### src/rtl/lfc_pkg.sv
// Shared constants and types for the lifetime counter block.
// Assumes the register port carries 8-bit byte addresses inside the
// 256-byte window and 16-bit data with the even byte in bits 15:8.
package lfc_pkg;

    // Width of the lifetime count.
    localparam int COUNT_WIDTH = 32;

    // Byte offsets of the registers inside the window.
    localparam logic [7:0] ADDR_ENABLE_MASKS = 8'h38;
    localparam logic [7:0] ADDR_CONTROL      = 8'h39;
    localparam logic [7:0] ADDR_STATUS       = 8'h3a;
    localparam logic [7:0] ADDR_RESERVED     = 8'h3b;
    localparam logic [7:0] ADDR_COUNT_UPPER  = 8'h3c;
    localparam logic [7:0] ADDR_COUNT_LOWER  = 8'h3e;

    // Bit positions inside the mask, control and status bytes.
    localparam int BIT_COUNT_ENABLE_MASK = 0;
    localparam int BIT_IRQ_ENABLE_MASK   = 7;
    localparam int BIT_COUNT_ENABLE      = 0;
    localparam int BIT_IRQ_ENABLE        = 7;
    localparam int BIT_OVERFLOW_FLAG     = 7;

    // Reset values of the stored state.
    localparam logic [31:0] RESET_COUNT = 32'h0000_0000;
    localparam logic        RESET_BIT   = 1'h0;
    localparam logic [15:0] RESET_WORD  = 16'h0000;
    localparam logic [7:0]  ZERO_BYTE   = 8'h00;

    // Freeze sequencer: which count word must still be read.
    typedef enum logic [1:0] {
        LFC_RUN        = 2'b00,
        LFC_WAIT_LOWER = 2'b01,
        LFC_WAIT_UPPER = 2'b10
    } lfc_freeze_type;

endpackage : lfc_pkg

### src/rtl/lfc_tick.sv
// Count strobe generator for the lifetime counter.
// Assumes the always-on slow clock arrives as a level already
// synchronous to the reference clock and far slower than it.
`timescale 1ns/10ps
module lfc_tick (
    input  wire logic clk,       // Reference clock.
    input  wire logic nrst,      // Asynchronous reset, active low.
    input  wire logic slow_clk,  // Always-on slow clock level.
    output logic      tick       // One-cycle strobe per slow rising edge.
);

    // All state of this module in one record.
    typedef struct packed {
        logic prev;   // Slow clock level seen one cycle earlier.
        logic strobe; // Registered rising-edge strobe.
    } lfc_tick_type;

    lfc_tick_type st;      // Current state.
    lfc_tick_type next_st; // Next state.

    // A rising edge of the slow clock yields one strobe. Since the slow
    // clock runs freely beside the enable, the first period after an
    // enable is only the remainder of the current slow period.
    always_comb begin
        next_st        = st;
        next_st.prev   = slow_clk;
        next_st.strobe = slow_clk && !st.prev;
    end

    // Register the state.
    always_ff @(posedge clk or negedge nrst) begin
        if (!nrst) begin
            st <= '0;
        end else begin
            st <= next_st;
        end
    end

    assign tick = st.strobe;

    // A strobe never lasts two cycles.
    a_tick_single: assert property (
        @(posedge clk) disable iff (!nrst)
        tick |=> !tick) else $error("count strobe lasted two cycles");

endmodule : lfc_tick

### src/rtl/lfc_top.sv
// Lifetime counter: a 32-bit count driven by the always-on slow clock,
// with write-masked enables, a sticky overflow flag, an interrupt level
// and a wake-up strobe for the power controller.
// Assumes the die link logic outside turns each bus transaction into one
// single-cycle strobe on the register port below.
//
// Notes on behaviour
// - Counts on slow clock in every power mode.
// - Overflow sends wake-up pulse to power controller.
// - Count enable written only with its mask.
// - Irq enable written only with its mask.
// - Count enable bit runs or holds counter.
// - Irq enable gates overflow interrupt request.
// - First period after enable may be short.
// - Overflow flag sticky until software clears it.
// - Writing one clears flag; zero leaves it.
// - Count readable as upper and lower words.
// - Reading one word freezes until other read.
`timescale 1ns/10ps
module lfc_top (
    input  wire logic        REF_CLK,   // Reference clock, 125 MHz.
    input  wire logic        NRST,      // Asynchronous reset, active low.
    input  wire logic        SLOW_CLK,  // Always-on slow clock level.
    input  wire logic [7:0]  REG_ADDR,  // Byte address inside the window.
    input  wire logic        REG_WR,    // Write strobe, one cycle.
    input  wire logic        REG_RD,    // Read strobe, one cycle.
    input  wire logic        REG_WORD,  // 1: 16-bit access, 0: byte.
    input  wire logic [15:0] REG_WDATA, // Write data.
    output logic      [15:0] REG_RDATA, // Read data, one cycle later.
    output logic             IRQ,       // Overflow interrupt request.
    output logic             WAKEUP     // Wake-up strobe on overflow.
);

    // All state of the block in one record.
    typedef struct packed {
        lfc_pkg::lfc_freeze_type state; // Freeze sequencer.
        logic [31:0] count;             // Lifetime count.
        logic        count_enable;      // Counting allowed.
        logic        irq_enable;        // Interrupt allowed.
        logic        overflow_flag;     // Sticky overflow.
        logic        wakeup;            // Wake-up strobe.
        logic [15:0] rdata;             // Registered read data.
    } lfc_regs_type;

    lfc_regs_type st;      // Current state.
    lfc_regs_type next_st; // Next state.
    logic         tick;    // One strobe per slow clock period.

    // True when the access covers the given byte address.
    function automatic logic byte_hit(input logic [7:0] addr,
                                      input logic       word,
                                      input logic [7:0] target);
        byte_hit = word ? (addr[7:1] == target[7:1]) : (addr == target);
    endfunction : byte_hit

    // Write data belonging to the given byte address.
    function automatic logic [7:0] byte_data(input logic [15:0] wdata,
                                             input logic        word,
                                             input logic [7:0]  target);
        if (word && !target[0]) begin
            byte_data = wdata[15:8];
        end else begin
            byte_data = wdata[7:0];
        end
    endfunction : byte_data

    // Readback of one byte address; unmapped addresses read as zero.
    function automatic logic [7:0] byte_read(input lfc_regs_type s,
                                             input logic [7:0]   addr);
        logic [7:0] v;
        v = lfc_pkg::ZERO_BYTE;
        if (addr == lfc_pkg::ADDR_CONTROL) begin
            v[lfc_pkg::BIT_COUNT_ENABLE] = s.count_enable;
            v[lfc_pkg::BIT_IRQ_ENABLE]   = s.irq_enable;
        end else if (addr == lfc_pkg::ADDR_STATUS) begin
            v[lfc_pkg::BIT_OVERFLOW_FLAG] = s.overflow_flag;
        end else if (addr[7:1] == lfc_pkg::ADDR_COUNT_UPPER[7:1]) begin
            v = addr[0] ? s.count[23:16] : s.count[31:24];
        end else if (addr[7:1] == lfc_pkg::ADDR_COUNT_LOWER[7:1]) begin
            v = addr[0] ? s.count[7:0] : s.count[15:8];
        end
        byte_read = v;
    endfunction : byte_read

    // Decoded accesses, shared by the next-state logic and the checks.
    logic       wr_masks;      // Write reaches the mask byte.
    logic       wr_control;    // Write reaches the control byte.
    logic       wr_status;     // Write reaches the status byte.
    logic [7:0] mask_byte;     // Mask bits of this access.
    logic [7:0] control_byte;  // Control bits of this access.
    logic [7:0] status_byte;   // Status bits of this access.
    logic       wr_upper;      // Word write of the upper count.
    logic       wr_lower;      // Word write of the lower count.
    logic       rd_upper;      // Word read of the upper count.
    logic       rd_lower;      // Word read of the lower count.
    logic       step;          // Counter advances this cycle.
    logic       wrap;          // Counter passes all ones this cycle.
    logic       clear_flag;    // Software clears the overflow flag.
    logic       count_write;   // Masked write of the count enable.
    logic       irq_write;     // Masked write of the irq enable.

    // Access decode. Count words take part only in word accesses, so a
    // byte access never writes them or moves the freeze sequencer.
    always_comb begin
        wr_masks   = REG_WR && byte_hit(REG_ADDR, REG_WORD,
                                        lfc_pkg::ADDR_ENABLE_MASKS);
        wr_control = REG_WR && byte_hit(REG_ADDR, REG_WORD,
                                        lfc_pkg::ADDR_CONTROL);
        wr_status  = REG_WR && byte_hit(REG_ADDR, REG_WORD,
                                        lfc_pkg::ADDR_STATUS);
        // A mask only counts when written in this same access.
        mask_byte    = wr_masks ? byte_data(REG_WDATA, REG_WORD,
                       lfc_pkg::ADDR_ENABLE_MASKS) : lfc_pkg::ZERO_BYTE;
        control_byte = byte_data(REG_WDATA, REG_WORD, lfc_pkg::ADDR_CONTROL);
        status_byte  = byte_data(REG_WDATA, REG_WORD, lfc_pkg::ADDR_STATUS);
        wr_upper = REG_WR && REG_WORD
                   && REG_ADDR == lfc_pkg::ADDR_COUNT_UPPER;
        wr_lower = REG_WR && REG_WORD
                   && REG_ADDR == lfc_pkg::ADDR_COUNT_LOWER;
        rd_upper = REG_RD && REG_WORD
                   && REG_ADDR == lfc_pkg::ADDR_COUNT_UPPER;
        rd_lower = REG_RD && REG_WORD
                   && REG_ADDR == lfc_pkg::ADDR_COUNT_LOWER;
        // Power mode is not an input: only the enable and a pending
        // word read can hold the counter.
        step = tick && st.count_enable
               && st.state == lfc_pkg::LFC_RUN;
        wrap = step && (&st.count);
        clear_flag = wr_status
                     && status_byte[lfc_pkg::BIT_OVERFLOW_FLAG];
        // An enable moves only when its own mask rides in this access.
        count_write = wr_control
                      && mask_byte[lfc_pkg::BIT_COUNT_ENABLE_MASK];
        irq_write   = wr_control
                      && mask_byte[lfc_pkg::BIT_IRQ_ENABLE_MASK];
    end

    // Next-state logic for every register of the block.
    always_comb begin
        next_st        = st;
        next_st.wakeup = wrap;

        // Enable bits change only where their mask is written as one.
        if (count_write) begin
            next_st.count_enable =
                control_byte[lfc_pkg::BIT_COUNT_ENABLE];
        end
        if (irq_write) begin
            next_st.irq_enable =
                control_byte[lfc_pkg::BIT_IRQ_ENABLE];
        end

        // The counter steps and wraps; a software word write wins over
        // a step in the same cycle, since software asked for that value.
        if (step) begin
            next_st.count = st.count + 32'h0000_0001;
        end
        if (wr_upper) begin
            next_st.count[31:16] = REG_WDATA;
        end
        if (wr_lower) begin
            next_st.count[15:0] = REG_WDATA;
        end

        // The flag is sticky; an overflow in the clearing cycle wins.
        if (clear_flag) begin
            next_st.overflow_flag = 1'b0;
        end
        if (wrap) begin
            next_st.overflow_flag = 1'b1;
        end

        // Freeze sequencer: the first word read stops counting until
        // the other word is read, so both halves come from one value unless a step lands in the cycle of the first read.
        case (st.state)
            lfc_pkg::LFC_RUN: begin
                if (rd_upper) begin
                    next_st.state = lfc_pkg::LFC_WAIT_LOWER;
                end else if (rd_lower) begin
                    next_st.state = lfc_pkg::LFC_WAIT_UPPER;
                end
            end
            lfc_pkg::LFC_WAIT_LOWER: begin
                if (rd_lower) begin
                    next_st.state = lfc_pkg::LFC_RUN;
                end
            end
            lfc_pkg::LFC_WAIT_UPPER: begin
                if (rd_upper) begin
                    next_st.state = lfc_pkg::LFC_RUN;
                end
            end
            default: begin
                next_st.state = lfc_pkg::LFC_RUN;
            end
        endcase

        // Read data: even byte high on a word access, low on a byte.
        if (REG_RD && REG_WORD) begin
            next_st.rdata = {byte_read(st, {REG_ADDR[7:1], 1'b0}),
                             byte_read(st, {REG_ADDR[7:1], 1'b1})};
        end else if (REG_RD) begin
            next_st.rdata = {lfc_pkg::ZERO_BYTE, byte_read(st, REG_ADDR)};
        end
    end

    // Register the state; every field takes a constant under reset.
    always_ff @(posedge REF_CLK or negedge NRST) begin
        if (!NRST) begin
            st.state         <= lfc_pkg::LFC_RUN;
            st.count         <= lfc_pkg::RESET_COUNT;
            st.count_enable  <= lfc_pkg::RESET_BIT;
            st.irq_enable    <= lfc_pkg::RESET_BIT;
            st.overflow_flag <= lfc_pkg::RESET_BIT;
            st.wakeup        <= lfc_pkg::RESET_BIT;
            st.rdata         <= lfc_pkg::RESET_WORD;
        end else begin
            st <= next_st;
        end
    end

    // Slow clock strobe.
    lfc_tick u_lfc_tick (
        .clk      (REF_CLK),
        .nrst     (NRST),
        .slow_clk (SLOW_CLK),
        .tick     (tick)
    );

    // Outputs: interrupt is a level from two stored bits.
    assign IRQ       = st.overflow_flag && st.irq_enable;
    assign WAKEUP    = st.wakeup;
    assign REG_RDATA = st.rdata;

    // Enabled running counter advances by exactly one per strobe.
    a_count_step: assert property (
        @(posedge REF_CLK) disable iff (!NRST)
        (tick && st.count_enable && st.state == lfc_pkg::LFC_RUN
         && !wr_upper && !wr_lower)
        |=> st.count == $past(st.count) + 32'h0000_0001)
        else $error("enabled counter did not step");

    // A disabled counter keeps its value.
    a_count_hold: assert property (
        @(posedge REF_CLK) disable iff (!NRST)
        (!st.count_enable && !wr_upper && !wr_lower) |=> $stable(st.count))
        else $error("disabled counter changed");

    // Overflow wraps to zero and sets the flag; wake-up is low one cycle after that.
    a_wrap_zero: assert property (
        @(posedge REF_CLK) disable iff (!NRST)
        (step && st.count == 32'hffff_ffff && !wr_upper && !wr_lower)
        |=> st.count == 32'h0000_0000 && st.overflow_flag ##1 WAKEUP == 0)
        else $error("overflow did not wrap and flag");

    // Wake-up strobe is exactly one cycle per overflow.
    a_wake_pulse: assert property (
        @(posedge REF_CLK) disable iff (!NRST)
        wrap |=> WAKEUP ##1 !WAKEUP)
        else $error("wake-up strobe wrong");

    // Flag stays set unless cleared by a written one.
    a_flag_sticky: assert property (
        @(posedge REF_CLK) disable iff (!NRST)
        (st.overflow_flag && !clear_flag) |=> st.overflow_flag)
        else $error("overflow flag dropped by itself");

    // A written one clears the flag when no overflow collides.
    a_flag_clear: assert property (
        @(posedge REF_CLK) disable iff (!NRST)
        (clear_flag && !wrap) |=> !st.overflow_flag)
        else $error("write one did not clear flag");

    // Control write without the count mask leaves count enable alone.
    a_mask_count: assert property (
        @(posedge REF_CLK) disable iff (!NRST)
        (!(wr_masks && REG_WDATA[8 + lfc_pkg::BIT_COUNT_ENABLE_MASK]
           && REG_WORD)) |=> $stable(st.count_enable))
        else $error("count enable changed without mask");

    // Control write without the irq mask leaves irq enable alone.
    a_mask_irq: assert property (
        @(posedge REF_CLK) disable iff (!NRST)
        (!(wr_masks && REG_WDATA[8 + lfc_pkg::BIT_IRQ_ENABLE_MASK]
           && REG_WORD)) |=> $stable(st.irq_enable))
        else $error("irq enable changed without mask");

    // After an upper-word read the sequencer waits for the lower read and the next cycle takes no step.
    a_read_freeze: assert property (
        @(posedge REF_CLK) disable iff (!NRST)
        (st.state == lfc_pkg::LFC_RUN && rd_upper)
        |=> (st.state == lfc_pkg::LFC_WAIT_LOWER && !step))
        else $error("upper read did not freeze count");

    // Interrupt follows flag and enable in the same cycle.
    a_irq_level: assert property (
        @(posedge REF_CLK) disable iff (!NRST)
        $rose(IRQ) |-> st.overflow_flag && st.irq_enable)
        else $error("interrupt without flag and enable");

    // A masked count enable write stores the bit taken from the bus itself.
    a_count_write: assert property (
        @(posedge REF_CLK) disable iff (!NRST)
        count_write |=> st.count_enable
                        == $past(REG_WDATA[lfc_pkg::BIT_COUNT_ENABLE]))
        else $error("masked count enable write not stored");

    // The interrupt only rises after an overflow or an enable write.
    a_irq_cause: assert property (
        @(posedge REF_CLK) disable iff (!NRST)
        $rose(IRQ) |-> $past(wrap) || $past(irq_write))
        else $error("interrupt rose without a cause");

endmodule : lfc_top

### config.mk
export PLATFORM = sky130hd
export DESIGN_NAME = lfc_top
export DESIGN_NICKNAME = d
export VERILOG_FILES = /design/src/rtl/lfc_pkg.sv /design/src/rtl/lfc_tick.sv /design/src/rtl/lfc_top.sv
export SDC_FILE = /design/constraint.sdc
export NUM_CORES = 1
export LEC_CHECK = 0
export BUFFER_PORTS_ARGS = -buffer_cell sky130_fd_sc_hd__buf_2
export CORE_MARGIN = 5
export CORE_UTILIZATION = 58
export DETAILED_ROUTE_END_ITERATION = 10
export PLACE_DENSITY = 0.81
export RECOVER_POWER = 50
export REMOVE_ABC_BUFFERS = 1
export SETUP_SLACK_MARGIN = 0.5
export SYNTH_ARGS = -nofsm -noshare
export SYNTH_HDL_FRONTEND = slang
export SYNTH_SLANG_ARGS = --single-unit
export TNS_END_PERCENT = 30
### constraint.sdc
create_clock -name REF_CLK -period 2.5 [get_ports REF_CLK]
set_input_delay 0.125 -clock REF_CLK [delete_from_list [all_inputs] [get_ports REF_CLK]]
set_output_delay 0.125 -clock REF_CLK [all_outputs]
set_load 0.01 [all_outputs]
==> reports/metrics.cfg, run 1 <==
[worst_setup_path]
cpPeakStageDelay_ns=0.49
start_kind=register
cp_max_fo=7
worstReg2RegEnd=st[49]
cp_slowest_cell=dfrtp_1
critPathCaptureType=register
r2r-start=st[29]
rrSetupSlack_ns=0.58
crit_chain=nand3_2 > or2_2 > nor4_4 > a21bo_2 > a31oi_1
worstSetupPathType=reg -> reg
worst-endpoint-required_ns=2.69
critPathArrivalTime_ns=2.11
r2r_cells=5

[clocking]
cts_sinks=56
worstSkewPairLatency_ns=0.31
htreeDepth=2
clockRootBuffer=clkbuf_8
cts_buffers=5
cts_tree=yes
clkTransAtPathRegs_ns=0.10
clockBufferDepth=2

[hold_path]
worstHoldStart=REG_WDATA[6]
hold_class=in -> reg
min_path_cells=3
hold_end=st[42]

[finish]
drive_gt1_share_pct=21.8
stdcell_count=484
finalNetCount=439
final_area_um2=3700
synthToLayoutAreaGrowth_pct=8.24
fin_util_pct=63.6
num_antenna_cells=0

[logic_synthesis]
avgSynthCellArea_um2=8.95
synth_edf_count=0
ys_top_cells_by_area=dfrtp_1, xnor2_1, nor2_1, buf_4, nand2_1
netlist_top_cells_count=dfrtp_1, nor2_1, nand2_1
ys.warnings.count=0
synth-async-reset-ratio_pct=100
syn_area_um2=3420
synth-seq-cells=56
synth_seq_area_share_pct=41.0
synth_area_leader_cell=dfrtp_1
synthCells=382
synth-main-ff-cell=dfrtp_1
synth.top_cell.area_share_pct=41.0
yosysUniqueCellTypes=51
yosysMostFrequentCell=dfrtp_1

[global_routing]
grt_pass1_wl_um=13800
grt_max_degree=33
antenna_found_initial=0
grt_overflow_total=0
grt_usage_pct=23.3
grt_pass1_vias=2786

[sta]
min_period_ns=1.92
fmax_mhz=522
setup_tns_ns=0
maxSlewHeadroom_pct=-1.62
period_share_pct=76.7
hold_violations=0
worstMarginPinSlew_ns=1.52
rsz0062_at_grt=yes
setup_ws_ns=0.584
maxSlewViolCount=57
fin_skew_ns=0.00432
finalSetupViolCount=0

[status]
status=finished, violations left
violations=max-capacitance violations, max-slew violations

[place]
placed_area_um2=3560
place_inst=472
place_ws_ns=0.505
portBuffers=47
dp.final_hpwl_um=6160
place_congestion=0.922

[routing]
first_pass_iters=6
wl_um=8500
vias=2893
drt-initial-drc-count=302
ant_nets=0
route.detailed.drc=0
wire_per_inst_um=17.6
via_per_inst=5.98

[floorplan]
start_util_pct=58.8
dieArea_um2=7530
fp.dieH_um=86.8
io_pins=48
rows=28
die_w_um=86.8
core_um2=5820

[flow_run]
cap_violations=2

[power_and_ir_drop]
p_per_area_nw_per_um2=671
vdd_ir_drop_max_v=0.000395
p_leak_nw=1.49

-- through the flow --
step	power (mW)	hold slack, ns
floorplan	1.65	-0.171
global placement	1.87	0.155
detailed placement	1.88	0.165
CTS	2.47	0.0301
global route	2.61	0.0247
finish	2.48	0.0264
-- layer usage --
| metal | GRT usage, % | routed length, um | up-vias |
|---|---|---|---|
| met5 | 0 | 0 | - |
| li1 | - | - | 1382 |
| met1 | 31.2 | 3620 | 1383 |
| met2 | 38.1 | 4120 | 109 |
| met3 | 3.90 | 530 | 19 |
| met4 | 8.64 | 229 | 0 |
-- layout make-up --
cell class / count / area (um^2)
tap: 75 / 93.8
timing repair buffer: 58 / 305
inverter: 21 / 78.8
sequential: 56 / 1400
clock buffer: 6 / 72.6
clock inverter: 2 / 35.0
fill: 504 / 2120
multi-input combinational: 266 / 1710
-- worst max-delay path by stage --
stage	start	to	depth (start not counted)
final	st[29]	st[49]	5
after floorplan	REG_ADDR[7]	st[36]	4
after global routing	NRST	st[33]	3
after global placement	st[53]	st[49]	5
after detailed placement	st[53]	st[49]	5
after CTS	st[53]	st[49]	5
-- cells in the final DEF, fill, tap and decap left out, drive strengths merged, types with 4 or more instances in the layout --
cell type	netlist	routed
xnor2	23	23
a31oi	4	4
or4	4	4
nand4	9	9
nor2	38	38
dfrtp	56	56
a21oi	22	22
mux2	7	7
o21ai	21	21
xor2	4	4
o32ai	8	8
nand2	33	33
inv	21	21
nor3	22	22
nor4	4	4
clkbuf	12	16
o22ai	14	14
buf	27	46
nand3	9	9
and3	6	6
nand3b	4	4
-- flip-flops by register name, indices dropped and copies added, names as in the netlist --
register,count
WAKEUP,1
REG_RDATA,16
st,37
u_lfc_tick.tick,1
u_lfc_tick.st,1
-- logic make-up after synthesis --
group	Yosys count	share of synthesized area (%)
and+or+nand+nor	146	23.5
AOI/OAI and AO/OA	82	15.5
buffers and inverters	60	9.48
DFF	56	41.0
xor gates and xnor gates	27	6.92
muxes	10	3.19
adders and majority gates	1	0.366
-- where the power goes --
part	internal, mW	switching, mW	leakage [nW]	total [mW]
sequential	1.01	0.169	0.628	1.18
combinational	0.296	0.409	0.809	0.705
clock	0.298	0.299	0.0552	0.597
-- worst max-delay path: cells and delay by family, from the launching register on --
| family | cells | cell delay, ns |
|---|---|---|
| simple gates | 3 | 1.02 |
| flops | 1 | 0.49 |
| compound gates | 2 | 0.28 |
-- repair_timing --
item                                    4_1_cts  5_1_grt
hold endpoints to repair                     57        0
setup buffers                                 0        2
endpoints found under the setup margin        3       11
resized for setup                             0        4
pin swaps                                     1        2
hold buffers                                  2        0
Note: power is estimated with default switching activity, not from simulation.
==> run 2, diff against run 1 <==
--- a/config.mk
+++ b/config.mk
@@ -7,9 +7,9 @@
 export LEC_CHECK = 0
 export BUFFER_PORTS_ARGS = -buffer_cell sky130_fd_sc_hd__buf_2
 export CORE_MARGIN = 5
-export CORE_UTILIZATION = 58
+export CORE_UTILIZATION = 52
 export DETAILED_ROUTE_END_ITERATION = 10
-export PLACE_DENSITY = 0.81
+export PLACE_DENSITY = 0.76
 export RECOVER_POWER = 50
 export REMOVE_ABC_BUFFERS = 1
 export SETUP_SLACK_MARGIN = 0.5
==> constraint.sdc (replaced) <==
create_clock -name REF_CLK -period 1.7 [get_ports REF_CLK]
set_input_delay 0.085 -clock REF_CLK [delete_from_list [all_inputs] [get_ports REF_CLK]]
set_output_delay 0.085 -clock REF_CLK [all_outputs]
set_load 0.01 [all_outputs]
==> reports/metrics.cfg, run 2 (synthesis results as in run 1) <==
[worst_setup_path]
critPathTopFamily=simple AND/OR/NAND/NOR gates
critPathCaptureType=register
worst-endpoint-required_ns=1.94
cp_max_fo=6
r2r_cells=4
cpPeakStageDelay_ns=0.64
start_kind=register
cp_num_buf_inv=0
cp_slowest_cell=or4_4
cp.depth=4
worstSetupPathType=reg -> reg
crit_chain=nand3_2 > or4_4 > or3_1 > a31oi_1
critPathArrivalTime_ns=2.11

[finish]
stdcell_count=548
synthToLayoutAreaGrowth_pct=35.2
largest_register_ffs=37
fin_util_pct=72.4
top_register=st
final_common_cell=dfrtp_1
final_cell_mix=dfrtp_1, buf_4, nand2_1, buf_2, nor2_1
num_antenna_cells=0
finalNetCount=501
fillCellCount=426
multi_input_area_um2=2080
regArea_um2=1400
drive_gt1_share_pct=38.2
final_area_um2=4620

[routing]
route.detailed.drc=0
ant_nets=0
via_per_inst=6.24
first_pass_iters=5
wl_um=11100
drt-initial-drc-count=385
vias=3419
wire_per_inst_um=20.2

[global_routing]
grt_usage_pct=23.9
grt_max_degree=33
grt_overflow_total=0
antenna_found_initial=0
grt_pass1_wl_um=16200
grt_pass1_vias=3257

[power_and_ir_drop]
swShare_pct=38.6
combPwrFrac_pct=44.3
p_clk_share_pct=19.4
internal-power_mw=2.81
p_leak_nw=1.91
vdd_ir_drop_max_v=0.000734
p_per_area_nw_per_um2=990
pwr-share-seq_pct=36.3
power_switching_mw=1.77
finalPower_mw=4.57

[status]
violations=negative setup slack
status=finished, violations left

[clocking]
clkTransAtPathRegs_ns=0.10
worstSkewPairLatency_ns=0.32
cts_buffers=5
cts_sinks=56
clockRootBuffer=clkbuf_8
cts_tree=yes
clockBufferDepth=2
htreeDepth=2

[place]
dp.final_hpwl_um=7070
portBuffers=47
place_congestion=0.940
place_inst=523
placed_area_um2=3960

[sta]
worstMarginPinSlew_ns=1.19
rsz0062_at_grt=yes
min_period_ns=1.87
period_share_pct=110
setup_ws_ns=-0.174
fin_skew_ns=0.00636
fmax_mhz=534
finalSetupViolCount=17
maxSlewViolCount=0
hold_violations=0
maxSlewHeadroom_pct=20.8

[floorplan]
io_pins=48
die_w_um=91.1
dieArea_um2=8290
core_um2=6390
fp.dieH_um=91.1
rows=29
start_util_pct=53.5

[hold_path]
min_path_cells=3
hold_class=in -> reg

[flow_run]
cap_violations=0

-- run 2: changes by cell type in the layout (fill, tap and decap cells not counted), sizes merged --
cell	previous run	this run
dlygate4sd3	2	8
clkbuf	16	23
or4	4	5
buf	46	93
clkinvlp	0	1
-- run 2: through the flow --
stage,TNS [ns],hold WS [ns],setup slack (ns)
finish,-0.991,0.00612,-0.174
global route,-2.15,0.00512,-0.197
CTS,-0.473,0.00244,-0.0898
detailed placement,-1.16,0.0747,-0.136
global placement,-0.680,0.0676,-0.149
floorplan,-11.86,-0.211,-0.723
-- run 2: path summary, 6_finish.rpt --
| path | startpoint | to | slack (ns) |
|---|---|---|---|
| hold / removal | REG_WDATA[5] | st[41] | 0.006 |
| hold reg to reg | u_lfc_tick.st[1] | u_lfc_tick.tick | 0.40 |
| setup / recovery | st[29] | st[46] | -0.17 |
| min in group asynchronous | NRST | REG_RDATA[15] | 0.52 |
| setup reg to reg | st[29] | st[46] | -0.17 |
| max in group asynchronous | NRST | st[40] | 0.20 |
-- run 2: worst reg2reg max path: stages, from the launching register on --
cell and delay (ns):
dfrtp_1 0.43, nand3_2 0.15, or4_4 0.64, or3_1 0.40, a31oi_1 0.18
-- run 2: repair_timing --
action / CTS / global route
gates resized for setup: 26 / 63
gates cloned: 1 / 0
setup endpoints to repair: 51 / 53
hold endpoints to repair: 27 / 0
setup buffers: 3 / 5
hold buffers: 8 / 0
pin swaps: 20 / 50
-- run 2: area by class of cell --
type                            instances  share of cell area (%)
Multi-Input combinational cell        267                    45.1
Sequential cell                        56                    30.3
Timing Repair Buffer                  119                    18.4
Tap cell                               77                    2.09
Inverter                               21                    1.71
Clock buffer                            5                    1.49
Clock inverter                          3                   0.921
-- run 2: power by group through the flow --
stage               registers (mW)  logic, mW  clock network (mW)
floorplan                     1.67      0.756                   0
global placement              1.65       1.37                   0
detailed placement            1.66       1.40                   0
CTS                           1.63       1.65               0.901
global route                  1.67       2.13               0.967
finish                        1.66       2.03               0.887
-- run 2: routing by layer --
metal / wire length [um] / vias to the layer above / GRT usage, %
li1: - / 1511 / -
met1: 4340 / 1643 / 32.4
met2: 5410 / 209 / 38.4
met3: 856 / 56 / 4.46
met4: 493 / 0 / 8.44
met5: 0 / - / 0
